`src/hdl/acq_pkg.sv`:
```
// shared constants and carrier types of the acquisition event block
// assumes a single 25 MHz clock and an APB master with 32-bit data
package acq_pkg;

	////////////////////////////////////////////////////////////////////////
	// register byte offsets
	localparam logic [11:0] OFS_CONTROL      = 12'h000;
	localparam logic [11:0] OFS_EVENT_ENABLE = 12'h004;
	localparam logic [11:0] OFS_DELAY_PRESET = 12'h008;
	localparam logic [11:0] OFS_RESULT_QUEUE = 12'h00C;
	localparam logic [11:0] OFS_EVENT_FLAGS  = 12'h010;
	localparam logic [11:0] OFS_LIMIT_BASE   = 12'h020;
	localparam logic [11:0] OFS_LIMIT_LAST   = 12'h03C;

	////////////////////////////////////////////////////////////////////////
	// field positions
	localparam int CTRL_START_BIT    = 0;
	localparam int CTRL_RESET_BIT    = 1;
	localparam int CTRL_EXT_SIGN_BIT = 5;
	localparam int LIM_SIGN_BIT      = 8;
	localparam int LIM_DIR_BIT       = 9;
	localparam int EN_STEP_LSB       = 8;
	localparam int EN_LEVEL_LSB      = 11;
	localparam int INS_PAUSE_BIT     = 1;
	localparam int INS_TIMER_BIT     = 9;
	localparam int INS_RES_BIT       = 10;
	localparam int INS_WDOG_BIT      = 11;
	localparam int RES_SIGN_BIT      = 12;

	// event bit numbers
	localparam int EV_LIMIT = 0;
	localparam int EV_STEP  = 1;
	localparam int EV_LEVEL = 2;
	localparam int EV_ZERO  = 3;
	localparam int EV_CALIB = 4;
	localparam int EV_HALT  = 5;
	localparam int EV_LOWV  = 6;
	localparam int EV_WAKE  = 7;

	////////////////////////////////////////////////////////////////////////
	// values and timing
	localparam logic [3:0]  REDUCED_FILL = 4'hE;
	localparam logic [21:0] TIMER_MULT   = 22'h000020;
	localparam logic [21:0] TIMER_EXTRA  = 22'h000002;
	localparam int          QUEUE_DEPTH  = 32;
	localparam logic [15:0] RST_WORD     = 16'h0000;

	////////////////////////////////////////////////////////////////////////
	// carriers
	typedef logic [15:0] word_t;

	typedef struct packed {
		logic       arrive;
		logic [2:0] index;
		word_t      word;
	} seq_req_t;

	typedef struct packed {
		logic        valid;
		logic        sign;
		logic [11:0] mag;
	} conv_t;

	typedef struct packed {
		logic zeroing_done;
		logic calib_done;
		logic supply_low;
		logic wake_ready;
	} side_ev_t;

	typedef enum logic [1:0] {
		S_IDLE  = 2'h0,
		S_PAUSE = 2'h1,
		S_TIMER = 2'h3,
		S_RUN   = 2'h2
	} fsm_t;

	typedef enum logic [2:0] {
		R_CTRL, R_EN, R_PRESET, R_QUEUE, R_FLAGS, R_LIMIT, R_NONE
	} reg_sel_t;

endpackage

```
`src/hdl/acq_event_timer_result_regs.sv`:
```
// event flags, limits, instruction delay and result words of the
// acquisition sequencer, with an APB register slave
// assumes the sequencer, converter and side events run on clk
//
// Overview of operation
// - limit low byte is eight-bit magnitude
// - limit bit 8 is the sign
// - limit bit 9 picks below or above
// - enable bits 7..0 gate each event's request
// - enable bits 10..8 pick the watched instruction
// - enable bits 15..11 pick watched queue level
// - flag 0 on limit crossing in watchdog mode
// - flags 3 and 4 on zeroing, calibration done
// - flags 5,6,7 on pause, low supply, wake
// - flags set regardless of enable bits 7..0
// - reading flags or device reset clears them
// - status bits 10..8 show current instruction
// - status bits 15..11 show queued result count mod 32
// - timer wait lasts 32 times preset plus two
// - full resolution result in bits 11..0
// - reduced result in 11..4, low nibble 1110
// - result bit 12 carries sign
// - result bits 15..13 index or sign copies
// - instruction bit 9 requests timer wait
// - instruction bit 10 selects reduced resolution
// - pause clears start, host restarts it
module acq_event_timer_result_regs (
	// clock and reset
	input  wire logic             clk,
	input  wire logic             rst,
	// apb slave
	input  wire logic             psel,
	input  wire logic             penable,
	input  wire logic             pwrite,
	input  wire logic [11:0]      paddr,
	input  wire logic [31:0]      pwdata,
	output logic      [31:0]      prdata,
	output logic                  pready,
	output logic                  pslverr,
	// sequencer handshake
	input  wire acq_pkg::seq_req_t seq,
	input  wire logic             seq_done,
	output logic                  exec_go,
	output logic                  running,
	// converter results and side events
	input  wire acq_pkg::conv_t   conv,
	input  wire acq_pkg::side_ev_t side,
	// interrupt request
	output logic                  irq
);

	////////////////////////////////////////////////////////////////////////
	// state

	typedef struct packed {
		logic                 start;
		logic                 ext_sign;
		acq_pkg::word_t       enable;
		acq_pkg::word_t       preset;
		acq_pkg::word_t [7:0] limits;
		logic [7:0]           flags;
		logic [2:0]           index;
		acq_pkg::word_t       word;
		acq_pkg::fsm_t        fsm;
		logic [5:0]           prev_count;
		logic [31:0]          prdata;
		logic                 pslverr;
		logic [7:0]           rd_flags;
		logic                 rd_pop;
	} main_st_t;

	main_st_t       st;
	main_st_t       st_nxt;

	logic           setup;
	logic           access;
	acq_pkg::reg_sel_t sel;
	logic [7:0]     ev;
	logic [7:0]     clr;
	logic           dev_reset;
	logic           tmr_start;
	logic           tmr_done;
	logic           q_push;
	logic [15:0]    q_data;
	logic           q_pop;
	logic [15:0]    q_head;
	logic [5:0]     q_count;
	logic           q_full;
	logic           q_empty;
	logic [2:0]     lim_idx;

	////////////////////////////////////////////////////////////////////////
	// functions

	function automatic acq_pkg::reg_sel_t decode(input logic [11:0] a);
		acq_pkg::reg_sel_t r;
		r = acq_pkg::R_NONE;
		if (a == acq_pkg::OFS_CONTROL) begin
			r = acq_pkg::R_CTRL;
		end else if (a == acq_pkg::OFS_EVENT_ENABLE) begin
			r = acq_pkg::R_EN;
		end else if (a == acq_pkg::OFS_DELAY_PRESET) begin
			r = acq_pkg::R_PRESET;
		end else if (a == acq_pkg::OFS_RESULT_QUEUE) begin
			r = acq_pkg::R_QUEUE;
		end else if (a == acq_pkg::OFS_EVENT_FLAGS) begin
			r = acq_pkg::R_FLAGS;
		end else if (a >= acq_pkg::OFS_LIMIT_BASE &&
			     a <= acq_pkg::OFS_LIMIT_LAST && a[1:0] == 2'h0) begin
			r = acq_pkg::R_LIMIT;
		end
		return r;
	endfunction

	// signed compare on the eight-bit view of the result
	function automatic logic crossed(input acq_pkg::word_t lim,
					 input logic sign,
					 input logic [7:0] mag8);
		logic signed [9:0] l;
		logic signed [9:0] v;
		l = $signed({2'h0, lim[7:0]});
		if (lim[acq_pkg::LIM_SIGN_BIT]) begin
			l = -l;
		end
		v = $signed({2'h0, mag8});
		if (sign) begin
			v = -v;
		end
		return lim[acq_pkg::LIM_DIR_BIT] ? (v > l) : (v < l);
	endfunction

	function automatic logic [15:0] fmt(input acq_pkg::conv_t c,
					    input logic reduced,
					    input logic ext,
					    input logic [2:0] idx);
		logic [15:0] w;
		w = 16'h0000;
		if (reduced) begin
			w[11:0] = {c.mag[11:4], acq_pkg::REDUCED_FILL};
		end else begin
			w[11:0] = c.mag;
		end
		w[acq_pkg::RES_SIGN_BIT] = c.sign;
		w[15:13] = ext ? {3{c.sign}} : idx;
		return w;
	endfunction

	////////////////////////////////////////////////////////////////////////
	// helpers

	// zero-wait slave; read data is captured at the setup edge so that
	// the access phase sees a flop, and side effects fire at access
	assign pready  = 1'b1;
	assign setup   = psel && !penable;
	assign access  = psel && penable;
	assign sel     = decode(paddr);
	assign lim_idx = paddr[4:2];

	result_queue u_queue (
		.clk       (clk),
		.rst       (rst),
		.flush     (dev_reset),
		.push      (q_push),
		.push_data (q_data),
		.pop       (q_pop),
		.head      (q_head),
		.count     (q_count),
		.full      (q_full),
		.empty     (q_empty)
	);

	delay_timer u_timer (
		.clk    (clk),
		.rst    (rst),
		.cancel (dev_reset),
		.start  (tmr_start),
		.preset (st.preset),
		.done   (tmr_done),
		.busy   ()
	);

	////////////////////////////////////////////////////////////////////////
	// next state

	always_comb begin
		st_nxt    = st;
		ev        = 8'h00;
		clr       = 8'h00;
		tmr_start = 1'b0;
		exec_go   = 1'b0;
		q_push    = 1'b0;
		q_data    = 16'h0000;
		q_pop     = 1'b0;
		dev_reset = access && pwrite && sel == acq_pkg::R_CTRL &&
			    pwdata[acq_pkg::CTRL_RESET_BIT];

		// sequencing of one instruction
		unique case (st.fsm)
			acq_pkg::S_IDLE: begin
				if (seq.arrive && st.start) begin
					st_nxt.index = seq.index;
					st_nxt.word  = seq.word;
					if (seq.index == st.enable[10:8]) begin
						ev[acq_pkg::EV_STEP] = 1'b1;
					end
					if (seq.word[acq_pkg::INS_PAUSE_BIT]) begin
						st_nxt.start = 1'b0;
						ev[acq_pkg::EV_HALT] = 1'b1;
						st_nxt.fsm = acq_pkg::S_PAUSE;
					end else if (seq.word[acq_pkg::INS_TIMER_BIT]) begin
						tmr_start  = 1'b1;
						st_nxt.fsm = acq_pkg::S_TIMER;
					end else begin
						exec_go    = 1'b1;
						st_nxt.fsm = acq_pkg::S_RUN;
					end
				end
			end
			acq_pkg::S_PAUSE: begin
				// the paused instruction waits for the host's restart
				if (st.start) begin
					if (st.word[acq_pkg::INS_TIMER_BIT]) begin
						tmr_start  = 1'b1;
						st_nxt.fsm = acq_pkg::S_TIMER;
					end else begin
						exec_go    = 1'b1;
						st_nxt.fsm = acq_pkg::S_RUN;
					end
				end
			end
			acq_pkg::S_TIMER: begin
				if (tmr_done) begin
					exec_go    = 1'b1;
					st_nxt.fsm = acq_pkg::S_RUN;
				end
			end
			acq_pkg::S_RUN: begin
				if (seq_done) begin
					st_nxt.fsm = acq_pkg::S_IDLE;
				end
			end
		endcase

		// results and watchdog compare
		if (conv.valid && st.fsm == acq_pkg::S_RUN) begin
			q_push = 1'b1;
			q_data = fmt(conv, st.word[acq_pkg::INS_RES_BIT],
				     st.ext_sign, st.index);
			if (st.word[acq_pkg::INS_WDOG_BIT] &&
			    crossed(st.limits[st.index], conv.sign,
				    conv.mag[11:4])) begin
				ev[acq_pkg::EV_LIMIT] = 1'b1;
			end
		end

		// side events
		ev[acq_pkg::EV_ZERO]  = side.zeroing_done;
		ev[acq_pkg::EV_CALIB] = side.calib_done;
		ev[acq_pkg::EV_LOWV]  = side.supply_low;
		ev[acq_pkg::EV_WAKE]  = side.wake_ready;

		// level event fires on the step that reaches the level
		st_nxt.prev_count = q_count;
		if (q_count != st.prev_count &&
		    q_count == {1'b0, st.enable[15:11]}) begin
			ev[acq_pkg::EV_LEVEL] = 1'b1;
		end

		// apb setup: capture read data and what a read will clear
		if (setup) begin
			st_nxt.pslverr  = (sel == acq_pkg::R_NONE);
			st_nxt.prdata   = 32'h00000000;
			st_nxt.rd_flags = 8'h00;
			st_nxt.rd_pop   = 1'b0;
			unique case (sel)
				acq_pkg::R_CTRL: begin
					st_nxt.prdata[acq_pkg::CTRL_START_BIT] = st.start;
					st_nxt.prdata[acq_pkg::CTRL_EXT_SIGN_BIT] =
						st.ext_sign;
				end
				acq_pkg::R_EN: begin
					st_nxt.prdata[15:0] = st.enable;
				end
				acq_pkg::R_PRESET: begin
					st_nxt.prdata[15:0] = st.preset;
				end
				acq_pkg::R_QUEUE: begin
					if (!q_empty) begin
						st_nxt.prdata[15:0] = q_head;
						st_nxt.rd_pop = !pwrite;
					end
				end
				acq_pkg::R_FLAGS: begin
					st_nxt.prdata[15:0] = {q_count[4:0],
							       st.index,
							       st.flags};
					st_nxt.rd_flags = pwrite ? 8'h00 : st.flags;
				end
				acq_pkg::R_LIMIT: begin
					st_nxt.prdata[15:0] = st.limits[lim_idx];
				end
				acq_pkg::R_NONE: begin
					st_nxt.prdata = 32'h00000000;
				end
			endcase
		end

		// apb access: writes and read side effects
		if (access && !st.pslverr) begin
			if (pwrite) begin
				unique case (sel)
					acq_pkg::R_CTRL: begin
						st_nxt.start =
							pwdata[acq_pkg::CTRL_START_BIT];
						st_nxt.ext_sign =
							pwdata[acq_pkg::CTRL_EXT_SIGN_BIT];
					end
					acq_pkg::R_EN: begin
						st_nxt.enable = pwdata[15:0];
					end
					acq_pkg::R_PRESET: begin
						st_nxt.preset = pwdata[15:0];
					end
					acq_pkg::R_LIMIT: begin
						st_nxt.limits[lim_idx] = pwdata[15:0];
					end
					acq_pkg::R_QUEUE, acq_pkg::R_FLAGS,
					acq_pkg::R_NONE: begin
						st_nxt.start = st_nxt.start;
					end
				endcase
			end else begin
				// only the bits that were reported are cleared
				clr   = st.rd_flags;
				q_pop = st.rd_pop;
			end
		end

		// flags: a new event wins over a clear in the same cycle
		st_nxt.flags = (st.flags & ~clr) | ev;
		if (dev_reset) begin
			st_nxt.flags = ev;
			st_nxt.fsm   = acq_pkg::S_IDLE;
			st_nxt.start = 1'b0;
		end
	end

	////////////////////////////////////////////////////////////////////////
	// registers

	always_ff @(posedge clk or posedge rst) begin
		if (rst) begin
			st        <= '0;
			st.fsm    <= acq_pkg::S_IDLE;
			st.enable <= acq_pkg::RST_WORD;
			st.preset <= acq_pkg::RST_WORD;
		end else begin
			st <= st_nxt;
		end
	end

	////////////////////////////////////////////////////////////////////////
	// outputs

	assign prdata  = st.prdata;
	assign pslverr = st.pslverr && access;
	assign running = st.start;
	assign irq     = |(st.flags & st.enable[7:0]);

endmodule // acq_event_timer_result_regs

```
`src/hdl/delay_timer.sv`:
```
// holds off an instruction for 32 x preset + 2 clock cycles
// assumes start is a one-cycle pulse from the event block
module delay_timer (
	// clock and reset
	input  wire logic        clk,
	input  wire logic        rst,
	// control
	input  wire logic        cancel,
	input  wire logic        start,
	input  wire logic [15:0] preset,
	// status
	output logic             done,
	output logic             busy
);

	typedef struct packed {
		logic [21:0] cnt;
	} tmr_st_t;

	tmr_st_t st;
	tmr_st_t st_nxt;

	localparam logic [21:0] TIMER_MULT_L  = acq_pkg::TIMER_MULT;
	localparam logic [21:0] TIMER_EXTRA_L = acq_pkg::TIMER_EXTRA;

	always_comb begin
		st_nxt = st;
		if (cancel) begin
			st_nxt.cnt = 22'h000000;
		end else if (start) begin
			st_nxt.cnt = 22'(preset) * TIMER_MULT_L + TIMER_EXTRA_L;
		end else if (st.cnt != 22'h000000) begin
			st_nxt.cnt = st.cnt - 22'h000001;
		end
	end

	always_ff @(posedge clk or posedge rst) begin
		if (rst) begin
			st <= '0;
		end else begin
			st <= st_nxt;
		end
	end

	// done lands exactly the programmed number of cycles after start
	assign done = (st.cnt == 22'h000001);
	assign busy = (st.cnt != 22'h000000);

endmodule // delay_timer

```
`src/hdl/result_queue.sv`:
```
// 32-word queue of formatted conversion results
// assumes pop is only asked while not empty; a push when full is dropped
module result_queue (
	// clock and reset
	input  wire logic        clk,
	input  wire logic        rst,
	// control
	input  wire logic        flush,
	input  wire logic        push,
	input  wire logic [15:0] push_data,
	input  wire logic        pop,
	// status
	output logic [15:0]      head,
	output logic [5:0]       count,
	output logic             full,
	output logic             empty
);

	typedef struct packed {
		logic [31:0][15:0] mem;
		logic [4:0]        wr_ptr;
		logic [4:0]        rd_ptr;
		logic [5:0]        count;
	} q_st_t;

	q_st_t st;
	q_st_t st_nxt;
	logic  do_push;
	logic  do_pop;

	always_comb begin
		st_nxt  = st;
		do_push = push && !full;
		do_pop  = pop && !empty;
		if (do_push) begin
			st_nxt.mem[st.wr_ptr] = push_data;
			st_nxt.wr_ptr = st.wr_ptr + 5'h01;
		end
		if (do_pop) begin
			st_nxt.rd_ptr = st.rd_ptr + 5'h01;
		end
		st_nxt.count = st.count + 6'(do_push) - 6'(do_pop);
		if (flush) begin
			st_nxt.wr_ptr = 5'h00;
			st_nxt.rd_ptr = 5'h00;
			st_nxt.count  = 6'h00;
		end
	end

	always_ff @(posedge clk or posedge rst) begin
		if (rst) begin
			st <= '0;
		end else begin
			st <= st_nxt;
		end
	end

	assign head  = st.mem[st.rd_ptr];
	assign count = st.count;
	assign full  = (st.count == 6'(acq_pkg::QUEUE_DEPTH));
	assign empty = (st.count == 6'h00);

endmodule // result_queue

```
`config.mk`:
```
export PLATFORM = sky130hd
export DESIGN_NAME = acq_event_timer_result_regs
export DESIGN_NICKNAME = d
export VERILOG_FILES = /design/src/hdl/acq_pkg.sv /design/src/hdl/acq_event_timer_result_regs.sv /design/src/hdl/delay_timer.sv /design/src/hdl/result_queue.sv
export SDC_FILE = /design/constraint.sdc
export NUM_CORES = 2
export LEC_CHECK = 0
export BUFFER_PORTS_ARGS = -buffer_cell sky130_fd_sc_hd__buf_2
export CAP_MARGIN = 20
export CORE_ASPECT_RATIO = 0.75
export CORE_MARGIN = 4
export CORE_UTILIZATION = 45
export CTS_CLUSTER_DIAMETER = 40
export DETAILED_ROUTE_END_ITERATION = 8
export PLACE_DENSITY = 0.72
export SYNTH_ARGS = -nofsm -noshare
export SYNTH_HDL_FRONTEND = slang
export SYNTH_SLANG_ARGS = --single-unit
```
`constraint.sdc`:
```
create_clock -name clk -period 79.8 [get_ports clk]
set_input_delay 15.96 -clock clk [delete_from_list [all_inputs] [get_ports clk]]
set_output_delay 15.96 -clock clk [all_outputs]
set_load 0.02 [all_outputs]
```
# Word level (Yosys, flattened, before mapping)
# Cells that the tools add are included.
[classes] n_addsub=8 n_lt_le_gt_ge=10 n_eq_ne=22 mux=89 n_bitwise=4 n_reduce_logical=38
[ops] op="bitwise mux 512 bit" n=1
[ops] op="two-way mux 162 bit" n=2
[ops] op="two-way mux 16 bit" n=9
[ops] op="bitwise mux 128 bit" n=1
[ops] op="two-way mux 128 bit" n=1
[ops] op="binary-select mux 16 bit (select 3 bit)" n=2
[ops] op="binary-select mux 16 bit (select 5 bit)" n=1
[ops] op="demux 16 bit (select 5 bit)" n=1
[ops] op="two-way mux 22 bit" n=3
[ops] op="two-way mux 10 bit" n=5
[ops] op="case mux 10 bit (5 select lines)" n=1
[ops] op="demux 16 bit (select 3 bit)" n=1
[ops] op="two-way mux 8 bit" n=5
[ops] op="two-way mux 1 bit" n=34
[ops] op="== test 12 x 4 -> 1 bit, second input constant" n=2
[ops] op="adder 21 x 2 -> 22 bit, second input constant" n=1
[ops] op="== test 22 x 1 -> 1 bit, second input constant" n=1
[ops] op="nonzero test 22 bit" n=1
[ops] op="subtractor 22 x 1 -> 22 bit, second input constant" n=1
[ops] op="negation 8 -> 10 bit" n=2
[ops] op="case mux 4 bit (5 select lines)" n=1
[ops] op="logical AND 1 bit" n=17
[ops] op="AND 8 bit" n=2
[ops] op="two-way mux 2 bit" n=8
[ops] op="other kinds (43)" n=68
[word_totals] reg_bits=769 out_inout_bits=37

# Longest topological paths before layout
[depth] word_depth=14 ltp_mapped=16

# Modules after synthesis
# Synthesis repeated with hierarchy kept, for this count alone.
[unflattened] cells_unflattened=2679 hier_area_um2=37131.9
[by_module_without_submodules] mod="result_queue" n_inst=1 cells_per_inst=1594 area_per_inst_um2=24199.5
[by_module_without_submodules] mod="acq_event_timer_result_regs" n_inst=1 cells_per_inst=935 area_per_inst_um2=11601.1
[by_module_without_submodules] mod="delay_timer" n_inst=1 cells_per_inst=150 area_per_inst_um2=1331.3

# Least setup slack after synthesis
# No wires, ideal clock.
[synth_timing] kind="input to output" start="input seq[19] (netlist name)" end="output exec_go" arrival_ns=16.905 required_ns=63.840 slack_ns=46.935 path_stages=4 n_path_buf=1 path_cell_list="nor2b_1 nor2b_1 clkbuf_1 a22o_1"
[synth_between] elab_chain_len=3
[synth_lines] element="start: declaration" line_no="acq_event_timer_result_regs.sv:41" source="input wire acq_pkg::seq_req_t seq,"
[synth_lines] element="logical AND 1 bit" line_no="acq_event_timer_result_regs.sv:200" source="if (seq.arrive && st.start) begin"
[synth_lines] element="two-way mux 1 bit" line_no="acq_event_timer_result_regs.sv:200"
[synth_lines] element="case mux 1 bit (3 select lines)" line_no="acq_event_timer_result_regs.sv:198" source="unique case (st.fsm)"
[synth_lines] element="end: declaration" line_no="acq_event_timer_result_regs.sv:43" source="output logic exec_go,"
# Every way passes these cells.

# Worst setup path after layout
# Same ends and word-level chain as after synthesis.

==> flow_summary.json <==
{
  "grt_pass1_wl_um": 145000,
  "fmax_mhz": 30.6,
  "crit_chain": "buf_2 > nor2b_1 > nor2b_1 > a22o_1 > buf_2",
  "critical_path_arrival_ps": 16740,
  "fillCellCount": 6679,
  "die_y_um": 252,
  "synth.area.mux_share": 0.194,
  "period_needed_ps": 32700,
  "synth_xor_area_frac": 0.0133,
  "gr-total-overflow": 0,
  "ys_seq_area_frac": 0.535,
  "worstSetupStartpointType": "primary input",
  "tightest_slew_ps": 1160,
  "synth_fa_ha_area_frac": 0.0104,
  "grt_max_degree": 168,
  "synth_top_area_frac": 0.535,
  "slew_viol_final": 0,
  "outcome": "finished clean",
  "synth_common_cells": "dfrtp_1, nand2_1, o21ai_0, mux4_2, clkbuf_1",
  "area_delta_synth_final_pct": 11.7,
  "initial_core_util": 0.458,
  "endpoint_kind": "output pin",
  "reg2reg_from": "st[66]$_DFFE_PP0P_",
  "synth_area_leaders": "dfrtp_1, mux4_2, o21ai_0, nand2_1, mux2_2",
  "cts_buffers": 85,
  "slowest_stage": "nor2b_1",
  "track_usage": 0.222,
  "max_cap_viol_count": 0,
  "layout_setup_ws_ps": 47100,
  "dp_slack_ps": 47110,
  "slew_headroom": 0.202,
  "min_period_over_period": 0.410,
  "dieArea_mm2": 0.0837,
  "clk_root_buffer_cell": "clkbuf_16",
  "multi_input_area_mm2": 0.0152,
  "regArea_mm2": 0.0190,
  "placeableCoreArea_mm2": 0.0776,
  "synth.most_common_cell": "dfrtp_1",
  "ys_warn_count": 0,
  "report.final.setup_viol": 0,
  "total_power_mw": 0.861,
  "synth_top_family_by_area": "multiplexers",
  "clk_pin_slew_ps": 60,
  "cts_hold_buf": 0,
  "drc_errors": 0,
  "synth_cell_types": 69,
  "drtIter0Drc": 2552,
  "drive_gt1_frac": 0.208,
  "diodes": 0,
  "firstDrtPassIters": 6,
  "dp.cells": 4000,
  "synth_seq_cells": 760,
  "clock_latency_ps": 650,
  "hold_violations": 0,
  "required_ps": 63840,
  "fin_hold_ws_ps": 448,
  "cp_max_fo": 3,
  "synth_top_cell_by_area": "dfrtp_1",
  "antenna_found_initial": 5,
  "clockBufferDepth": 3,
  "postCtsResizedCells": 0,
  "power.leakage_nw": 17.4,
  "path_class": "in2out",
  "io_pins": 125,
  "avgSynthCellArea_um2": 11.5,
  "nets": 3177,
  "gp_congestion": 0.898,
  "cp.buffers_inverters": 2,
  "synth_edf_count": 0,
  "syn_inst": 3095,
  "hold_path.class": "reg2reg",
  "std_cell_rows": 88,
  "synth-async-reset-ratio": 1.00,
  "crit_family": "simple AND/OR/NAND/NOR gates",
  "instances_no_fill": 4165,
  "wl_per_cell_um": 22.1,
  "power_density_mw_per_mm2": 21.7,
  "final_antenna_net_count": 0,
  "final_util": 0.512,
  "routed_wl_um": 92100,
  "dpl_cell_area_mm2": 0.0366,
  "routed_via_density": 5.81,
  "clock-sinks": 760,
  "rsz0062_at_grt": "false",
  "cts_tree": "done",
  "fin_area_mm2": 0.0397,
  "critPathMaxStageDelay_ps": 210,
  "finalClockSkew_ps": 27.2,
  "cts_setup_buffers": 0,
  "grt_pass1_vias": 24200,
  "ir_drop_mv": 0.0241,
  "die_w_um": 333,
  "cp-startpoint": "seq[19]",
  "htreeDepth": 3,
  "io_buffers": 79,
  "ys.flop_type": "dfrtp_1",
  "synth-compound-area-share": 0.0999,
  "min_from": "u_queue.count[5]$_DFF_PP0_",
  "syn_area_mm2": 0.0356,
  "via_count": 24200,
  "yosys.area_share.simple": 0.107,
  "setup_tns_ps": 0,
  "dpl.hpwl_um": 58100
}
[sequential cells by signal (all words and copies together), names as in the netlist]
register and cells:
st 193, u_queue.st 522, prdata 16, running 1
u_timer.st 22, u_queue.count 6
[report_power, final]
part	switching (mW)	internal, mW
registers	0.00819	0.393
clock network	0.174	0.239
logic	0.0290	0.0177
total	0.211	0.650
[worst paths after layout]
kind / end / slack (ps) / cells past startpoint
max reg2reg: st[69]$_DFF_PP0_ / 75140 / 12
min: st[47]$_DFF_PP0_ / 450 / 0
min in group asynchronous: u_queue.st[169]$_DFFE_PP0P_ / 15530 / 2
max: exec_go / 47100 / 5
max in group asynchronous: st[42]$_DFF_PP0_ / 61980 / 4
min reg2reg: st[47]$_DFF_PP0_ / 450 / 0
[layout make-up]
type | count | share of cell area
Timing Repair Buffer | 147 | 0.0277
Tap cell | 1035 | 0.0326
Multi-Input combinational cell | 2036 | 0.383
Sequential cell | 760 | 0.479
Clock inverter | 56 | 0.0177
Clock buffer | 101 | 0.0573
Inverter | 30 | 0.00302
[per-layer routing]
layer	global-route usage	up-vias	part of all wire
met5	0	-	0.00065
li1	-	10800	-
met2	0.328	874	0.44
met1	0.311	12300	0.43
met3	0.0795	169	0.10
met4	0.0634	10	0.026
[cell families (layout without fill, tap and decap cells)]
| family | count (synthesis) | in the layout |
|---|---|---|
| simple gates | 876 | 876 |
| flops | 760 | 760 |
| compound gates | 651 | 651 |
| mux | 409 | 409 |
| buf+inv | 314 | 334 |
| xor+xnor | 54 | 54 |
| fa+ha+maj | 29 | 29 |
| other cells | 2 | 17 |
[cell usage in the layout (no fill, tap or decap), types with 14 or more instances in the layout]
cell type,netlist,routed
nand3_1,28,28
conb_1,2,17
nor2_1,79,79
a221oi_1,15,15
mux2i_1,14,14
nor3_1,17,17
a222oi_1,14,14
inv_1,30,29
nand2_1,641,641
mux4_2,207,207
xor2_1,22,22
xnor2_1,32,32
inv_6,0,18
clkbuf_16,0,85
o21ai_0,538,535
mux2_1,80,80
a21oi_1,25,25
dfrtp_1,760,756
nand4_1,19,19
mux2_2,108,108
buf_2,36,79
buf_4,35,54
ha_1,28,28
No activity file was read; power rests on OpenSTA's default activity.
